**src/pkg/fbwm_defs.vh**
```
/*
  Constants for the framebuffer write-mask and clear stage: command codes,
  error codes, targets, face selectors, reset values and field positions.
  Assumes inclusion by bare name from the design files under hw/.
*/
// Function
// Four colour enables per draw buffer gate each component write.
// A selector naming several buffers applies its mask to each of them.
// Global mask command loads every buffer; indexed form loads one buffer.
// Indexed mask index beyond count minus one flags invalid value, no change.
// Reset enables every colour component and sets depth write enable.
// Non-zero argument sets depth enable, zero clears; cleared blocks depth writes.
// Low stencil mask bits gate stencil bits: 1 writes, 0 preserves.
// Front mask for front-facing fragments, back mask for back-facing ones.
// Face command updates front, back or both; plain command loads both.
// Stencil clear always uses the front stencil mask.
// Both stencil masks reset to all ones.
// With multisample, masks gate sample writes; resolve ignores colour enables.
// Clear selector has three flags; zero clears nothing; other bits invalid value.
// Depth clear value is clamped to zero through one.
// Stencil clear value is truncated to stencil plane count.
// Clears skip all fragment tests except ownership, scissor, dither and masks.
// Clear of a missing buffer does nothing and flags no error.
// Colour clear clamps to 0..1 unsigned-normalized, -1..1 signed-normalized.
// Reset clear values: colour zero, depth one, stencil zero.
// Colour clear index out of range, or non-zero depth/stencil index, invalid value.
// Bad per-buffer clear target, or combined not depth-stencil, invalid enum.
// Combined clear equals depth clear then stencil clear.
// A selector of none writes no colour to any buffer.
`ifndef FBWM_DEFS_VH
`define FBWM_DEFS_VH

// Commands
`define FBWM_CMD_ALL_MASK     4'h1
`define FBWM_CMD_IDX_MASK     4'h2
`define FBWM_CMD_DEPTH_EN     4'h3
`define FBWM_CMD_STEN_MASK    4'h4
`define FBWM_CMD_FACE_MASK    4'h5
`define FBWM_CMD_SET_COLOUR   4'h6
`define FBWM_CMD_SET_DEPTH    4'h7
`define FBWM_CMD_SET_STENCIL  4'h8
`define FBWM_CMD_CLEAR        4'h9
`define FBWM_CMD_BUF_CLEAR    4'ha
`define FBWM_CMD_DS_CLEAR     4'hb
`define FBWM_CMD_SET_SEL      4'hc

// Clear selector bits
`define FBWM_CLR_COLOUR       0
`define FBWM_CLR_DEPTH        1
`define FBWM_CLR_STENCIL      2

// Per-buffer clear targets
`define FBWM_TGT_COLOUR       2'h0
`define FBWM_TGT_DEPTH        2'h1
`define FBWM_TGT_STENCIL      2'h2
`define FBWM_TGT_DEPTH_STEN   2'h3

// Face selectors
`define FBWM_FACE_FRONT       2'h1
`define FBWM_FACE_BACK        2'h2
`define FBWM_FACE_BOTH        2'h3

// Error codes
`define FBWM_ERR_NONE         2'h0
`define FBWM_ERR_VALUE        2'h1
`define FBWM_ERR_ENUM         2'h2

// Register read offsets (upper address nibble)
`define FBWM_REG_CMASK        4'h0
`define FBWM_REG_DEPTH_EN     4'h1
`define FBWM_REG_STEN_FRONT   4'h2
`define FBWM_REG_STEN_BACK    4'h3
`define FBWM_REG_CLR_DEPTH    4'h4
`define FBWM_REG_CLR_STENCIL  4'h5
`define FBWM_REG_CLR_COLOUR   4'h6

// Reset values and clamp limits
`define FBWM_RST_CMASK        4'hf
`define FBWM_RST_DEPTH_CLR    32'h3f800000
`define FBWM_FP_ONE           32'h3f800000
`define FBWM_FP_NEG_ONE       32'hbf800000

`endif

```
**src/hw/fbwm_clamp.v**
```verilog
/*
  Clamps an IEEE single-precision value into [lo,1], where lo is 0 or -1.
  Assumes normal or zero inputs; NaN is treated as its sign suggests.
*/
`timescale 1ns/10ps
`include "fbwm_defs.vh"

module fbwm_clamp
(
  input  wire        signed_range,
  input  wire [31:0] din,
  output reg  [31:0] dout
);

  wire neg      = din[31];
  wire mag_ge_1 = (din[30:0] >= 31'h3f800000);

  always @*
  begin
    if (!neg)
      dout = mag_ge_1 ? `FBWM_FP_ONE : din;
    else if (!signed_range)
      dout = 32'h00000000;
    else
      dout = mag_ge_1 ? `FBWM_FP_NEG_ONE : din;
  end

endmodule

```
**src/hw/fbwm_top.v**
```verilog
/*
  Framebuffer write-mask and clear stage. Holds colour component enables per
  draw buffer, depth write enable, front/back stencil masks, clear values and
  draw selectors; runs clears and masks fragment writes toward storage.
  Assumes a command front end issuing one-cycle commands, storage accepting
  one write per cycle, and a register port with read data one cycle later.
*/
// The register offsets and the plain strobed port were left to the implementer.
`timescale 1ns/10ps
`include "fbwm_defs.vh"

module fbwm_top
#(
  parameter NBUF     = 4,
  parameter SBITS    = 8,
  parameter IDXW     = 2
)
(
  input  wire               sys_clk,
  input  wire               rstn,
  // Command port
  input  wire               cmd_valid,
  input  wire [3:0]         cmd_code,
  input  wire [31:0]        cmd_index,
  input  wire [1:0]         cmd_arg,
  input  wire [3:0]         cmd_rgba,
  input  wire [31:0]        cmd_data0,
  input  wire [31:0]        cmd_data1,
  input  wire [31:0]        cmd_data2,
  input  wire [31:0]        cmd_data3,
  input  wire               cmd_snorm,
  // Presence of buffers
  input  wire [NBUF-1:0]    colour_present,
  input  wire               depth_present,
  input  wire               stencil_present,
  input  wire               multisample,
  // Fragment port
  input  wire               frag_valid,
  input  wire               frag_back,
  input  wire [NBUF-1:0]    frag_colour_req,
  input  wire               frag_depth_req,
  input  wire               frag_stencil_req,
  input  wire [31:0]        frag_depth,
  input  wire [SBITS-1:0]   frag_stencil,
  // Storage write side
  output reg                wr_valid,
  output reg                wr_sample,
  output reg                wr_is_clear,
  output reg  [4*NBUF-1:0]  wr_colour_en,
  output reg                wr_depth_en,
  output reg  [SBITS-1:0]   wr_stencil_en,
  output reg  [127:0]       wr_colour,
  output reg  [31:0]        wr_depth,
  output reg  [SBITS-1:0]   wr_stencil,
  output reg                resolve_valid,
  output reg  [NBUF-1:0]    resolve_en,
  // Error report
  output reg                err_valid,
  output reg  [1:0]         err_code,
  // Register read port
  input  wire [7:0]         reg_addr,
  input  wire [31:0]        reg_wdata,
  input  wire               reg_wr,
  input  wire               reg_rd,
  output reg  [31:0]        reg_rdata
);

  // ------------------------------------------------------------
  // State
  // ------------------------------------------------------------
  reg  [3:0]       cmask [0:NBUF-1];
  reg  [NBUF-1:0]  sel_map [0:NBUF-1];
  reg              depth_we;
  reg  [SBITS-1:0] sten_front;
  reg  [SBITS-1:0] sten_back;
  reg  [127:0]     clr_colour;
  reg  [31:0]      clr_depth;
  reg  [SBITS-1:0] clr_stencil;

  wire             is_cmd = cmd_valid;
  wire             idx_ok = (cmd_index < NBUF);
  wire [IDXW-1:0]  idx    = cmd_index[IDXW-1:0];

  // ------------------------------------------------------------
  // Clamp units
  // ------------------------------------------------------------
  wire [31:0] cc0;
  wire [31:0] cc1;
  wire [31:0] cc2;
  wire [31:0] cc3;
  wire [31:0] dclamp;
  // Per-buffer clears take the command's colour, global clears the stored one
  wire [31:0] src0 = (cmd_code == `FBWM_CMD_BUF_CLEAR) ? cmd_data0 : clr_colour[31:0];
  wire [31:0] src1 = (cmd_code == `FBWM_CMD_BUF_CLEAR) ? cmd_data1 : clr_colour[63:32];
  wire [31:0] src2 = (cmd_code == `FBWM_CMD_BUF_CLEAR) ? cmd_data2 : clr_colour[95:64];
  wire [31:0] src3 = (cmd_code == `FBWM_CMD_BUF_CLEAR) ? cmd_data3 : clr_colour[127:96];

  fbwm_clamp u_c0 (.signed_range(cmd_snorm), .din(src0), .dout(cc0));
  fbwm_clamp u_c1 (.signed_range(cmd_snorm), .din(src1), .dout(cc1));
  fbwm_clamp u_c2 (.signed_range(cmd_snorm), .din(src2), .dout(cc2));
  fbwm_clamp u_c3 (.signed_range(cmd_snorm), .din(src3), .dout(cc3));
  fbwm_clamp u_cd (.signed_range(1'b0), .din(cmd_data0), .dout(dclamp));

  // ------------------------------------------------------------
  // Command decode for errors
  // ------------------------------------------------------------
  // Mask and value commands other than the indexed mask define no error and always land
  reg [1:0] next_err;
  always @*
  begin
    next_err = `FBWM_ERR_NONE;
    if (is_cmd)
    begin
      case (cmd_code)
        `FBWM_CMD_IDX_MASK:
          if (!idx_ok)
            next_err = `FBWM_ERR_VALUE;
        `FBWM_CMD_CLEAR:
          if (cmd_index[31:3] != 29'h0)
            next_err = `FBWM_ERR_VALUE;
        `FBWM_CMD_BUF_CLEAR:
          if (cmd_arg == `FBWM_TGT_DEPTH_STEN)
            next_err = `FBWM_ERR_ENUM;
          else if (cmd_arg == `FBWM_TGT_COLOUR)
          begin
            if (cmd_index[31] || !idx_ok)
              next_err = `FBWM_ERR_VALUE;
          end
          else if (cmd_index != 32'h0)
            next_err = `FBWM_ERR_VALUE;
        `FBWM_CMD_DS_CLEAR:
          if (cmd_arg != `FBWM_TGT_DEPTH_STEN)
            next_err = `FBWM_ERR_ENUM;
          else if (cmd_index != 32'h0)
            next_err = `FBWM_ERR_VALUE;
        default:
          next_err = `FBWM_ERR_NONE;
      endcase
    end
  end

  wire ok = (next_err == `FBWM_ERR_NONE);

  // ------------------------------------------------------------
  // Mask and clear value registers
  // ------------------------------------------------------------
  genvar g;
  generate
    for (g = 0; g < NBUF; g = g + 1)
    begin : g_buf
      always @(posedge sys_clk)
      begin
        if (!rstn)
        begin
          cmask[g]   <= `FBWM_RST_CMASK;
          // Only selector 0 names a buffer (buffer 0) after reset
          sel_map[g] <= (g == 0) ? {{(NBUF-1){1'b0}}, 1'b1} : {NBUF{1'b0}};
        end
        else if (is_cmd && ok)
        begin
          if (cmd_code == `FBWM_CMD_ALL_MASK)
            cmask[g] <= cmd_rgba;
          else if (cmd_code == `FBWM_CMD_IDX_MASK && idx == g)
            cmask[g] <= cmd_rgba;
          else if (cmd_code == `FBWM_CMD_SET_SEL && idx == g)
            sel_map[g] <= cmd_data0[NBUF-1:0];
        end
      end
    end
  endgenerate

  always @(posedge sys_clk)
  begin
    if (!rstn)
    begin
      depth_we    <= 1'b1;
      sten_front  <= {SBITS{1'b1}};
      sten_back   <= {SBITS{1'b1}};
      clr_colour  <= 128'h0;
      clr_depth   <= `FBWM_RST_DEPTH_CLR;
      clr_stencil <= {SBITS{1'b0}};
    end
    else if (is_cmd)
    begin
      case (cmd_code)
        `FBWM_CMD_DEPTH_EN:
          depth_we <= (cmd_data0 != 32'h0);
        `FBWM_CMD_STEN_MASK:
        begin
          sten_front <= cmd_data0[SBITS-1:0];
          sten_back  <= cmd_data0[SBITS-1:0];
        end
        `FBWM_CMD_FACE_MASK:
        begin
          if (cmd_arg[0])
            sten_front <= cmd_data0[SBITS-1:0];
          if (cmd_arg[1])
            sten_back <= cmd_data0[SBITS-1:0];
        end
        `FBWM_CMD_SET_COLOUR:
          clr_colour <= {cmd_data3, cmd_data2, cmd_data1, cmd_data0};
        `FBWM_CMD_SET_DEPTH:
          clr_depth <= dclamp;
        `FBWM_CMD_SET_STENCIL:
          clr_stencil <= cmd_data0[SBITS-1:0];
        default:
          clr_stencil <= clr_stencil;
      endcase
    end
  end

  // ------------------------------------------------------------
  // Colour write enables per physical buffer
  // ------------------------------------------------------------
  // Each selector spreads its mask over every present buffer it names; a selector
  // of none names no buffer and therefore enables nothing.
  reg [4*NBUF-1:0] frag_cen;
  reg [4*NBUF-1:0] clr_cen;
  reg [NBUF-1:0]   sel_union;
  integer s;
  integer b;
  always @*
  begin
    frag_cen  = {4*NBUF{1'b0}};
    clr_cen   = {4*NBUF{1'b0}};
    sel_union = {NBUF{1'b0}};
    for (s = 0; s < NBUF; s = s + 1)
    begin
      for (b = 0; b < NBUF; b = b + 1)
      begin
        if (sel_map[s][b] && colour_present[b])
        begin
          if (frag_colour_req[s])
            frag_cen[4*b +: 4] = frag_cen[4*b +: 4] | cmask[s];
          if (cmd_code == `FBWM_CMD_CLEAR || s == idx)
            clr_cen[4*b +: 4] = clr_cen[4*b +: 4] | cmask[s];
          sel_union[b] = sel_union[b] | frag_colour_req[s];
        end
      end
    end
  end

  // ------------------------------------------------------------
  // Write issue
  // ------------------------------------------------------------
  // Clears bypass every fragment test; ownership, scissor and dither are
  // applied downstream on wr_is_clear writes.
  wire do_clear  = is_cmd && ok && (cmd_code == `FBWM_CMD_CLEAR);
  wire do_bclear = is_cmd && ok && (cmd_code == `FBWM_CMD_BUF_CLEAR);
  wire do_ds     = is_cmd && ok && (cmd_code == `FBWM_CMD_DS_CLEAR);
  wire clr_c     = (do_clear && cmd_index[`FBWM_CLR_COLOUR])
                 || (do_bclear && cmd_arg == `FBWM_TGT_COLOUR);
  wire clr_d     = (do_clear && cmd_index[`FBWM_CLR_DEPTH])
                 || (do_bclear && cmd_arg == `FBWM_TGT_DEPTH) || do_ds;
  wire clr_s     = (do_clear && cmd_index[`FBWM_CLR_STENCIL])
                 || (do_bclear && cmd_arg == `FBWM_TGT_STENCIL) || do_ds;
  wire [31:0]      bdepth  = (do_clear) ? clr_depth : dclamp;
  wire [SBITS-1:0] bsten   = do_clear ? clr_stencil
                           : (do_ds ? cmd_data1[SBITS-1:0] : cmd_data0[SBITS-1:0]);
  wire             any_clr = clr_c || clr_d || clr_s;

  always @(posedge sys_clk)
  begin
    if (!rstn)
    begin
      wr_valid      <= 1'b0;
      wr_sample     <= 1'b0;
      wr_is_clear   <= 1'b0;
      wr_colour_en  <= {4*NBUF{1'b0}};
      wr_depth_en   <= 1'b0;
      wr_stencil_en <= {SBITS{1'b0}};
      wr_colour     <= 128'h0;
      wr_depth      <= 32'h0;
      wr_stencil    <= {SBITS{1'b0}};
      resolve_valid <= 1'b0;
      resolve_en    <= {NBUF{1'b0}};
      err_valid     <= 1'b0;
      err_code      <= `FBWM_ERR_NONE;
    end
    else
    begin
      err_valid <= is_cmd && !ok;
      err_code  <= next_err;
      wr_sample <= multisample;
      if (any_clr)
      begin
        wr_valid      <= 1'b1;
        wr_is_clear   <= 1'b1;
        wr_colour_en  <= clr_c ? clr_cen : {4*NBUF{1'b0}};
        wr_depth_en   <= clr_d && depth_we && depth_present;
        wr_stencil_en <= (clr_s && stencil_present) ? sten_front : {SBITS{1'b0}};
        wr_colour     <= {cc3, cc2, cc1, cc0};
        wr_depth      <= bdepth;
        wr_stencil    <= bsten;
        resolve_valid <= 1'b0;
        resolve_en    <= {NBUF{1'b0}};
      end
      else
      begin
        wr_valid      <= frag_valid;
        wr_is_clear   <= 1'b0;
        wr_colour_en  <= frag_cen;
        wr_depth_en   <= frag_depth_req && depth_we && depth_present;
        wr_stencil_en <= (frag_stencil_req && stencil_present)
                         ? (frag_back ? sten_back : sten_front) : {SBITS{1'b0}};
        wr_depth      <= frag_depth;
        wr_stencil    <= frag_stencil;
        // Resolve replaces selected buffers regardless of colour enables
        resolve_valid <= frag_valid && multisample;
        resolve_en    <= sel_union;
      end
    end
  end

  // ------------------------------------------------------------
  // Register read port
  // ------------------------------------------------------------
  // Registers are read-only; state is loaded through commands, so the
  // write strobe and write data of this port are left unused on purpose.
  wire [IDXW-1:0] ridx = reg_addr[IDXW-1:0];
  always @(posedge sys_clk)
  begin
    if (!rstn)
      reg_rdata <= 32'h0;
    else if (reg_rd)
    begin
      case (reg_addr[7:4])
        `FBWM_REG_CMASK:       reg_rdata <= {28'h0, cmask[ridx]};
        `FBWM_REG_DEPTH_EN:    reg_rdata <= {31'h0, depth_we};
        `FBWM_REG_STEN_FRONT:  reg_rdata <= {{(32-SBITS){1'b0}}, sten_front};
        `FBWM_REG_STEN_BACK:   reg_rdata <= {{(32-SBITS){1'b0}}, sten_back};
        `FBWM_REG_CLR_DEPTH:   reg_rdata <= clr_depth;
        `FBWM_REG_CLR_STENCIL: reg_rdata <= {{(32-SBITS){1'b0}}, clr_stencil};
        `FBWM_REG_CLR_COLOUR:  reg_rdata <= clr_colour[32*reg_addr[1:0] +: 32];
        default: reg_rdata <= 32'h0;
      endcase
    end
    else
      reg_rdata <= 32'h0;
  end

endmodule

```
**config.mk**
```make
export PLATFORM = sky130hd
export DESIGN_NAME = fbwm_top
export DESIGN_NICKNAME = d
export VERILOG_FILES = /design/src/hw/fbwm_clamp.v /design/src/hw/fbwm_top.v
export VERILOG_INCLUDE_DIRS = /design/src /design/src/pkg
export SDC_FILE = /design/constraint.sdc
export NUM_CORES = 1
export LEC_CHECK = 0
export BUFFER_PORTS_ARGS = -buffer_cell sky130_fd_sc_hd__buf_2
export CAP_MARGIN = 20
export CORE_MARGIN = 3
export CORE_UTILIZATION = 42
export CTS_CLUSTER_SIZE = 20
export DETAILED_ROUTE_END_ITERATION = 16
export PLACE_DENSITY_LB_ADDON = 0.05
export SKIP_CTS_REPAIR_TIMING = 1
export SYNTH_ARGS = -nofsm -noshare
export SYNTH_HDL_FRONTEND = slang
export SYNTH_SLANG_ARGS = --single-unit
```
**constraint.sdc**
```tcl
create_clock -name sys_clk -period 2.65 [get_ports sys_clk]
set_clock_uncertainty 0.2 [all_clocks]
set_input_delay 0.1325 -clock sys_clk [delete_from_list [all_inputs] [get_ports sys_clk]]
set_output_delay 0.1325 -clock sys_clk [all_outputs]
set_load 0.02 [all_outputs]
```
Word level (Yosys, flattened, before mapping)
Memories as Yosys holds them, arrays and structs flattened.
Index checks and enable logic that the tools add are counted.
{"block": "classes", "n_addsub": 0, "n_mul": 0, "n_div": 0, "order_cmp": 6, "n_eq_ne": 30, "shift": 1, "mux": 185, "bitwise": 49, "n_reduce_logical": 72}
{"op": "$mux 32", "count": 15}
{"op": "$mux 4", "count": 70}
{"op": "$mux 31", "count": 9}
{"op": "$pmux 32 s7", "count": 1}
{"op": "$ge 31x30->1 const B", "count": 5}
{"op": "$shiftx 128x8->32", "count": 1}
{"op": "$or 4x4->4", "count": 24}
{"op": "$mux 1", "count": 72}
{"op": "$mux 8", "count": 9}
{"op": "$reduce_bool 32->1", "count": 2}
{"op": "$logic_and 1x1->1", "count": 42}
{"op": "$lt 32x3->1 const B", "count": 1}
{"op": "$mux 16", "count": 2}
{"op": "$pmux 8 s2", "count": 2}
{"op": "$reduce_bool 29->1", "count": 1}
{"op": "$eq 4x3->1 const B", "count": 7}
{"op": "$or 1x1->1", "count": 24}
{"op": "$eq 4x4->1 const B", "count": 5}
{"op": "$eq 4x2->1 const B", "count": 4}
{"op": "$logic_or 1x1->1", "count": 12}
{"op": "$reduce_and 2->1", "count": 5}
{"op": "$eq 2x2->1 const B", "count": 4}
{"op": "$eq 4x1->1 const B", "count": 2}
{"op": "$mux 2", "count": 4}
{"op": "other kinds (12)", "count": 20}
{"block": "totals", "reg_bits": 421, "latch_bits": 0, "ram_bits": 32, "romBits": 0, "inputBits": 271, "out_inout_bits": 236, "elab_cells": 365, "n_memories": 2}
{"name": "cmask", "words": 4, "word_bits": 4, "rd": 5, "rd_clocked_by_memory_dff": 0, "wr": 4, "line_no": "fbwm_top.v:71", "rtl": "reg [3:0] cmask [0:NBUF-1];"}
{"name": "sel_map", "words": 4, "word_bits": 4, "rd": 4, "rd_clocked_by_memory_dff": 0, "wr": 4, "line_no": "fbwm_top.v:72", "rtl": "reg [NBUF-1:0] sel_map [0:NBUF-1];"}

Depth between registers and ports, before layout
{"block": "depth", "ltp_word": 17, "ltp_mapped": 12}

Modules after synthesis
A second synthesis with hierarchy kept.
{"block": "unflattened", "hier_cells": 2721, "hier_area_um2": 23522.6}
{"mod": "fbwm_top", "instances": 1, "cells_each": 2341, "area_per_inst_um2": 20513.4, "seq_area_each_um2": 9389.0}
{"mod": "fbwm_clamp", "instances": 5, "cells_each": 76, "area_per_inst_um2": 601.8, "seq_area_each_um2": 0.0}

Least setup slack after synthesis
No wires, ideal clock.
{"block": "synth_path", "path_kind": "input to register", "start": "input cmd_code[1]", "end": "memory sel_map[0][0], enable pin", "setup_ps": 373, "t_arrival_ps": 2145, "t_required_ps": 2077, "setup_slack_ps": -68, "stages": 10, "path_buffers": 3, "path_cell_list": "buf_2 > and4bb_1 > buf_2 > and2_1 > o221ai_2 > o311a_2 > nand3_2 > clkbuf_1 > or2_1 > o31ai_1"}
{"item": "start: declaration", "line_no": "fbwm_top.v:23", "rtl": "input wire [3:0] cmd_code,"}
{"item": "end: declaration", "line_no": "fbwm_top.v:72"}

Worst setup path in the final report
{"block": "layout_path", "start": "input cmd_index[1]", "end": "register wr_stencil[1]"}
{"block": "layout_via", "elab_chain_cells": 17, "elab_cells_between_ends": 33, "cone_classes": "1 x order compare; 11 x mux; 21 x reduce/logical"}
{"item": "start: declaration", "line_no": "fbwm_top.v:24", "rtl": "input wire [31:0] cmd_index,"}
{"item": "$lt 32x3->1", "line_no": "fbwm_top.v:81", "rtl": "wire idx_ok = (cmd_index < NBUF);"}
{"item": "$logic_not 1->1", "line_no": "fbwm_top.v:126", "rtl": "if (cmd_index[31] || !idx_ok)"}
{"item": "$logic_or 1x1->1", "line_no": "fbwm_top.v:126"}
{"item": "$mux 1", "line_no": "fbwm_top.v:126"}
{"item": "$mux 2", "line_no": "fbwm_top.v:124", "rtl": "else if (cmd_arg == `FBWM_TGT_COLOUR)"}
{"item": "$mux 2", "line_no": "fbwm_top.v:122", "rtl": "if (cmd_arg == `FBWM_TGT_DEPTH_STEN)"}
{"item": "$pmux 2 s4", "line_no": "fbwm_top.v:114", "rtl": "case (cmd_code)"}
{"item": "$mux 2", "line_no": "fbwm_top.v:112", "rtl": "if (is_cmd)"}
{"item": "$logic_not 2->1 (no source line)"}
{"item": "$logic_and 1x1->1", "line_no": "fbwm_top.v:248, fbwm_top.v:249, fbwm_top.v:250"}
{"item": "$logic_and 1x1->1, on equally long branches", "line_no": "fbwm_top.v:248, fbwm_top.v:249"}
{"item": "$logic_and 1x1->1, on equally long branches"}
{"item": "$logic_or 1x1->1 (2 in a row)", "line_no": "fbwm_top.v:253", "rtl": "wire clr_d = (do_clear && cmd_index[`FBWM_CLR_DEPTH])"}
{"item": "$logic_or 1x1->1 (2 in a row)", "line_no": "fbwm_top.v:260", "rtl": "wire any_clr = clr_c || clr_d || clr_s;"}
{"item": "$mux 8 (*)", "line_no": "fbwm_top.v:285", "rtl": "if (any_clr)"}
{"item": "end signal: assignment", "line_no": "fbwm_top.v:274", "rtl": "wr_stencil <= {SBITS{1'b0}};"}
{"item": "end signal: assignment", "line_no": "fbwm_top.v:294", "rtl": "wr_stencil <= bsten;"}
{"item": "end signal: assignment", "line_no": "fbwm_top.v:307", "rtl": "wr_stencil <= frag_stencil;"}
{"item": "end: declaration", "line_no": "fbwm_top.v:54", "rtl": "output reg [SBITS-1:0] wr_stencil,"}
Mark *: on every way between the ends. The rest lies on a longest branch, timed or not.
A chain may end at the register's enable or synchronous reset.

==> impl_metrics.toml <==
[floorplan]
die_w_um = 223
core_area_um2 = 45900
rows = 78
ios = 507
start_util = 0.430
dieArea_um2 = 49600
die_y_um = 223

[sta]
worst_slew_pin_slew_ns = 1.11
hold_viol_final = 1
max_clock_freq_ghz = 0.392
finalWorstSetupSlack_ns = 0.0979
setup_viol_count_final = 0
hold_ws_ns = -0.0457
finalMaxSlewViolations = 0
tns_ns = 0
grt_setup_unrepaired = "false"
slew-limit-headroom = 0.253
min_period_over_period = 0.963
finalCriticalPeriod_ns = 2.55

[routing]
wl_per_cell_um = 22.7
route.vias.total = 19900
vias_per_cell = 5.60
drt-total-wl_um = 80600
ant_nets = 0
drc = 0
drt_iter0_drc = 1694
firstDrtPassIters = 7

[synth]
synth_top_flop_cell = "dfxtp_1"
syn-num-nets = 2497
yosysUniqueCellTypes = 62
syn_avg_cell_area_um2 = 8.86
synth_seq_area_share = 0.475
yosys.area.top_type_share = 0.426
netlist_top_cells_area = "dfxtp_1 43%, nand2_1 9.6%, mux2i_1 8.2%, a21oi_1 5.9%, edfxtp_1 4.9%"
syn_area_um2 = 19700
synth_edf_count = 32
synth_seq_cells = 452
synthCells = 2226
yosys.area.top_type = "dfxtp_1"
ys_warn_count = 0
ys_async_sr_fraction = 0

[power_and_ir_drop]
power_density_nw_per_um2 = 598
p_leak_nw = 10.9
ir_worst_vdd_uv = 491

[clocking]
clkSinkCount = 452
cts_tree = "yes"
clockRootBuffer = "clkbuf_16"
htreeDepth = 2
numCtsBuffers = 49
insertion_delay_ns = 0.60
clk_path_buf_depth = 3
clkTransAtPathRegs_ns = 0.06

[global_routing]
antenna_found_initial = 3
grt_pass1_wl_um = 117000
grt_util_all_layers = 0.303
grt_pass1_vias = 18200
grt_max_degree = 189
overflow = 0

[placed_design]
dp_slack_ns = -0.302
port_buffers = 471
dp_cells = 3268
gp_congestion = 0.910
dp_hpwl_um = 57900

[status]
status = "complete, but fails checks"
violations = "negative hold slack"

[hold_path]
hp-class = "in -> reg"
hold_path_startpoint = "frag_colour_req[3]"

[critical_path]
cp.arrival_ns = 2.85
worstReg2RegStart = "cmask[2][2]"
critical_path_class = "in -> reg"
crit_start = "cmd_index[1]"
path_max_fanout = 27
worst_ep_required_time_ns = 2.94
critPathLaunchType = "primary input"
end_kind = "flip-flop"

[layout]
num-nets-final = 3187
regArea_um2 = 9370
fin_util = 0.592
final_cells = 3556
mostFrequentLayoutCells = "502 x nand2_1, 471 x buf_2, 420 x dfxtp_1"
multi_input_area_um2 = 9680
drive_gt1_frac = 0.255
layout_commonest_cell = "nand2_1"
fillCellCount = 4104
area.growth.synth_to_final_pct = 37.8

[job]
max_cap_violations = 0
cells by family (layout without fill, tap and decap cells):
| logic type | count (synthesis) | after routing | share of synthesized area |
|---|---|---|---|
| AO/OA/AOI/OAI | 545 | 545 | 0.173 |
| buffers and inverters | 174 | 901 | 0.0381 |
| flip-flops | 452 | 452 | 0.475 |
| multiplexers | 198 | 198 | 0.123 |
| other | 0 | 3 | 0 |
| AND/OR/NAND/NOR | 857 | 857 | 0.190 |
layer usage:
metal | global-route usage | share of wire
met5 | 0 | 0
met4 | 0.0589 | 0.020
met3 | 0.0719 | 0.075
met2 | 0.503 | 0.48
met1 | 0.407 | 0.43
where the power goes:
| part | switching (W) | internal [W] |
|---|---|---|
| combinational | 0.00109 | 0.000814 |
| clock | 0.00288 | 0.00430 |
| sequential | 0.000135 | 0.00703 |
| total | 0.00410 | 0.0121 |
metrics by stage:
stage	hold WS (ns)	area, um^2	total power (W)
after floorplan	0.0471	19700	0.00810
after global placement	0.131	23500	0.00896
after detailed placement	0.139	23500	0.00896
after CTS	-0.476	25200	0.0161
after global routing	0.00207	27200	0.0168
final	-0.0457	27200	0.0162
worst max-delay path, stage by stage:
cell and delay (ns):
dlygate4sd3_1 0.57, buf_2 0.29, nor2_1 0.10, o21ai_0 0.08
a21oi_1 0.13, o311a_2 0.46, buf_4 0.17, nand3_2 0.10
buf_12 0.17, buf_4 0.33, nand2_1 0.09, a21oi_1 0.22
registers in the layout (all words and copies together), names as in the netlist, 2 cells and up:
signal	flops
clr_colour	128
wr_colour	128
reg_rdata	32
wr_depth	32
clr_depth	31
cmask	16
sel_map	16
wr_colour_en	16
clr_stencil	8
sten_back	8
sten_front	8
wr_stencil	8
wr_stencil_en	8
resolve_en	4
err_code	2
layout make-up:
type	count	area share
multi-input combinational	1600	0.356
sequential	452	0.345
timing repair buffer	806	0.208
clock buffer	69	0.0520
tap	600	0.0276
clock inverter	19	0.00958
inverter	7	0.00124
antenna	3	0.000276
path summary, 6_finish.rpt:
check                  endpoint  slack (ns)  depth (start not counted)
setup reg to reg   reg_rdata[2]        0.36                          5
setup / recovery  wr_stencil[1]         0.1                         12
hold reg to reg   wr_colour[72]        0.25                          2
hold / removal    resolve_en[1]       -0.05                          4
synth_stat cells, types with 34 or more instances:
cell      number
a21oi_1      234
a22o_1        50
buf_2         36
clkbuf_1     107
dfxtp_1      420
mux2i_1      161
mux4_2        36
nand2_1      502
nand3_1       34
nor2_1       133
nor3_1        39
o21ai_0       78
No activity file was read; power rests on OpenSTA's default activity.
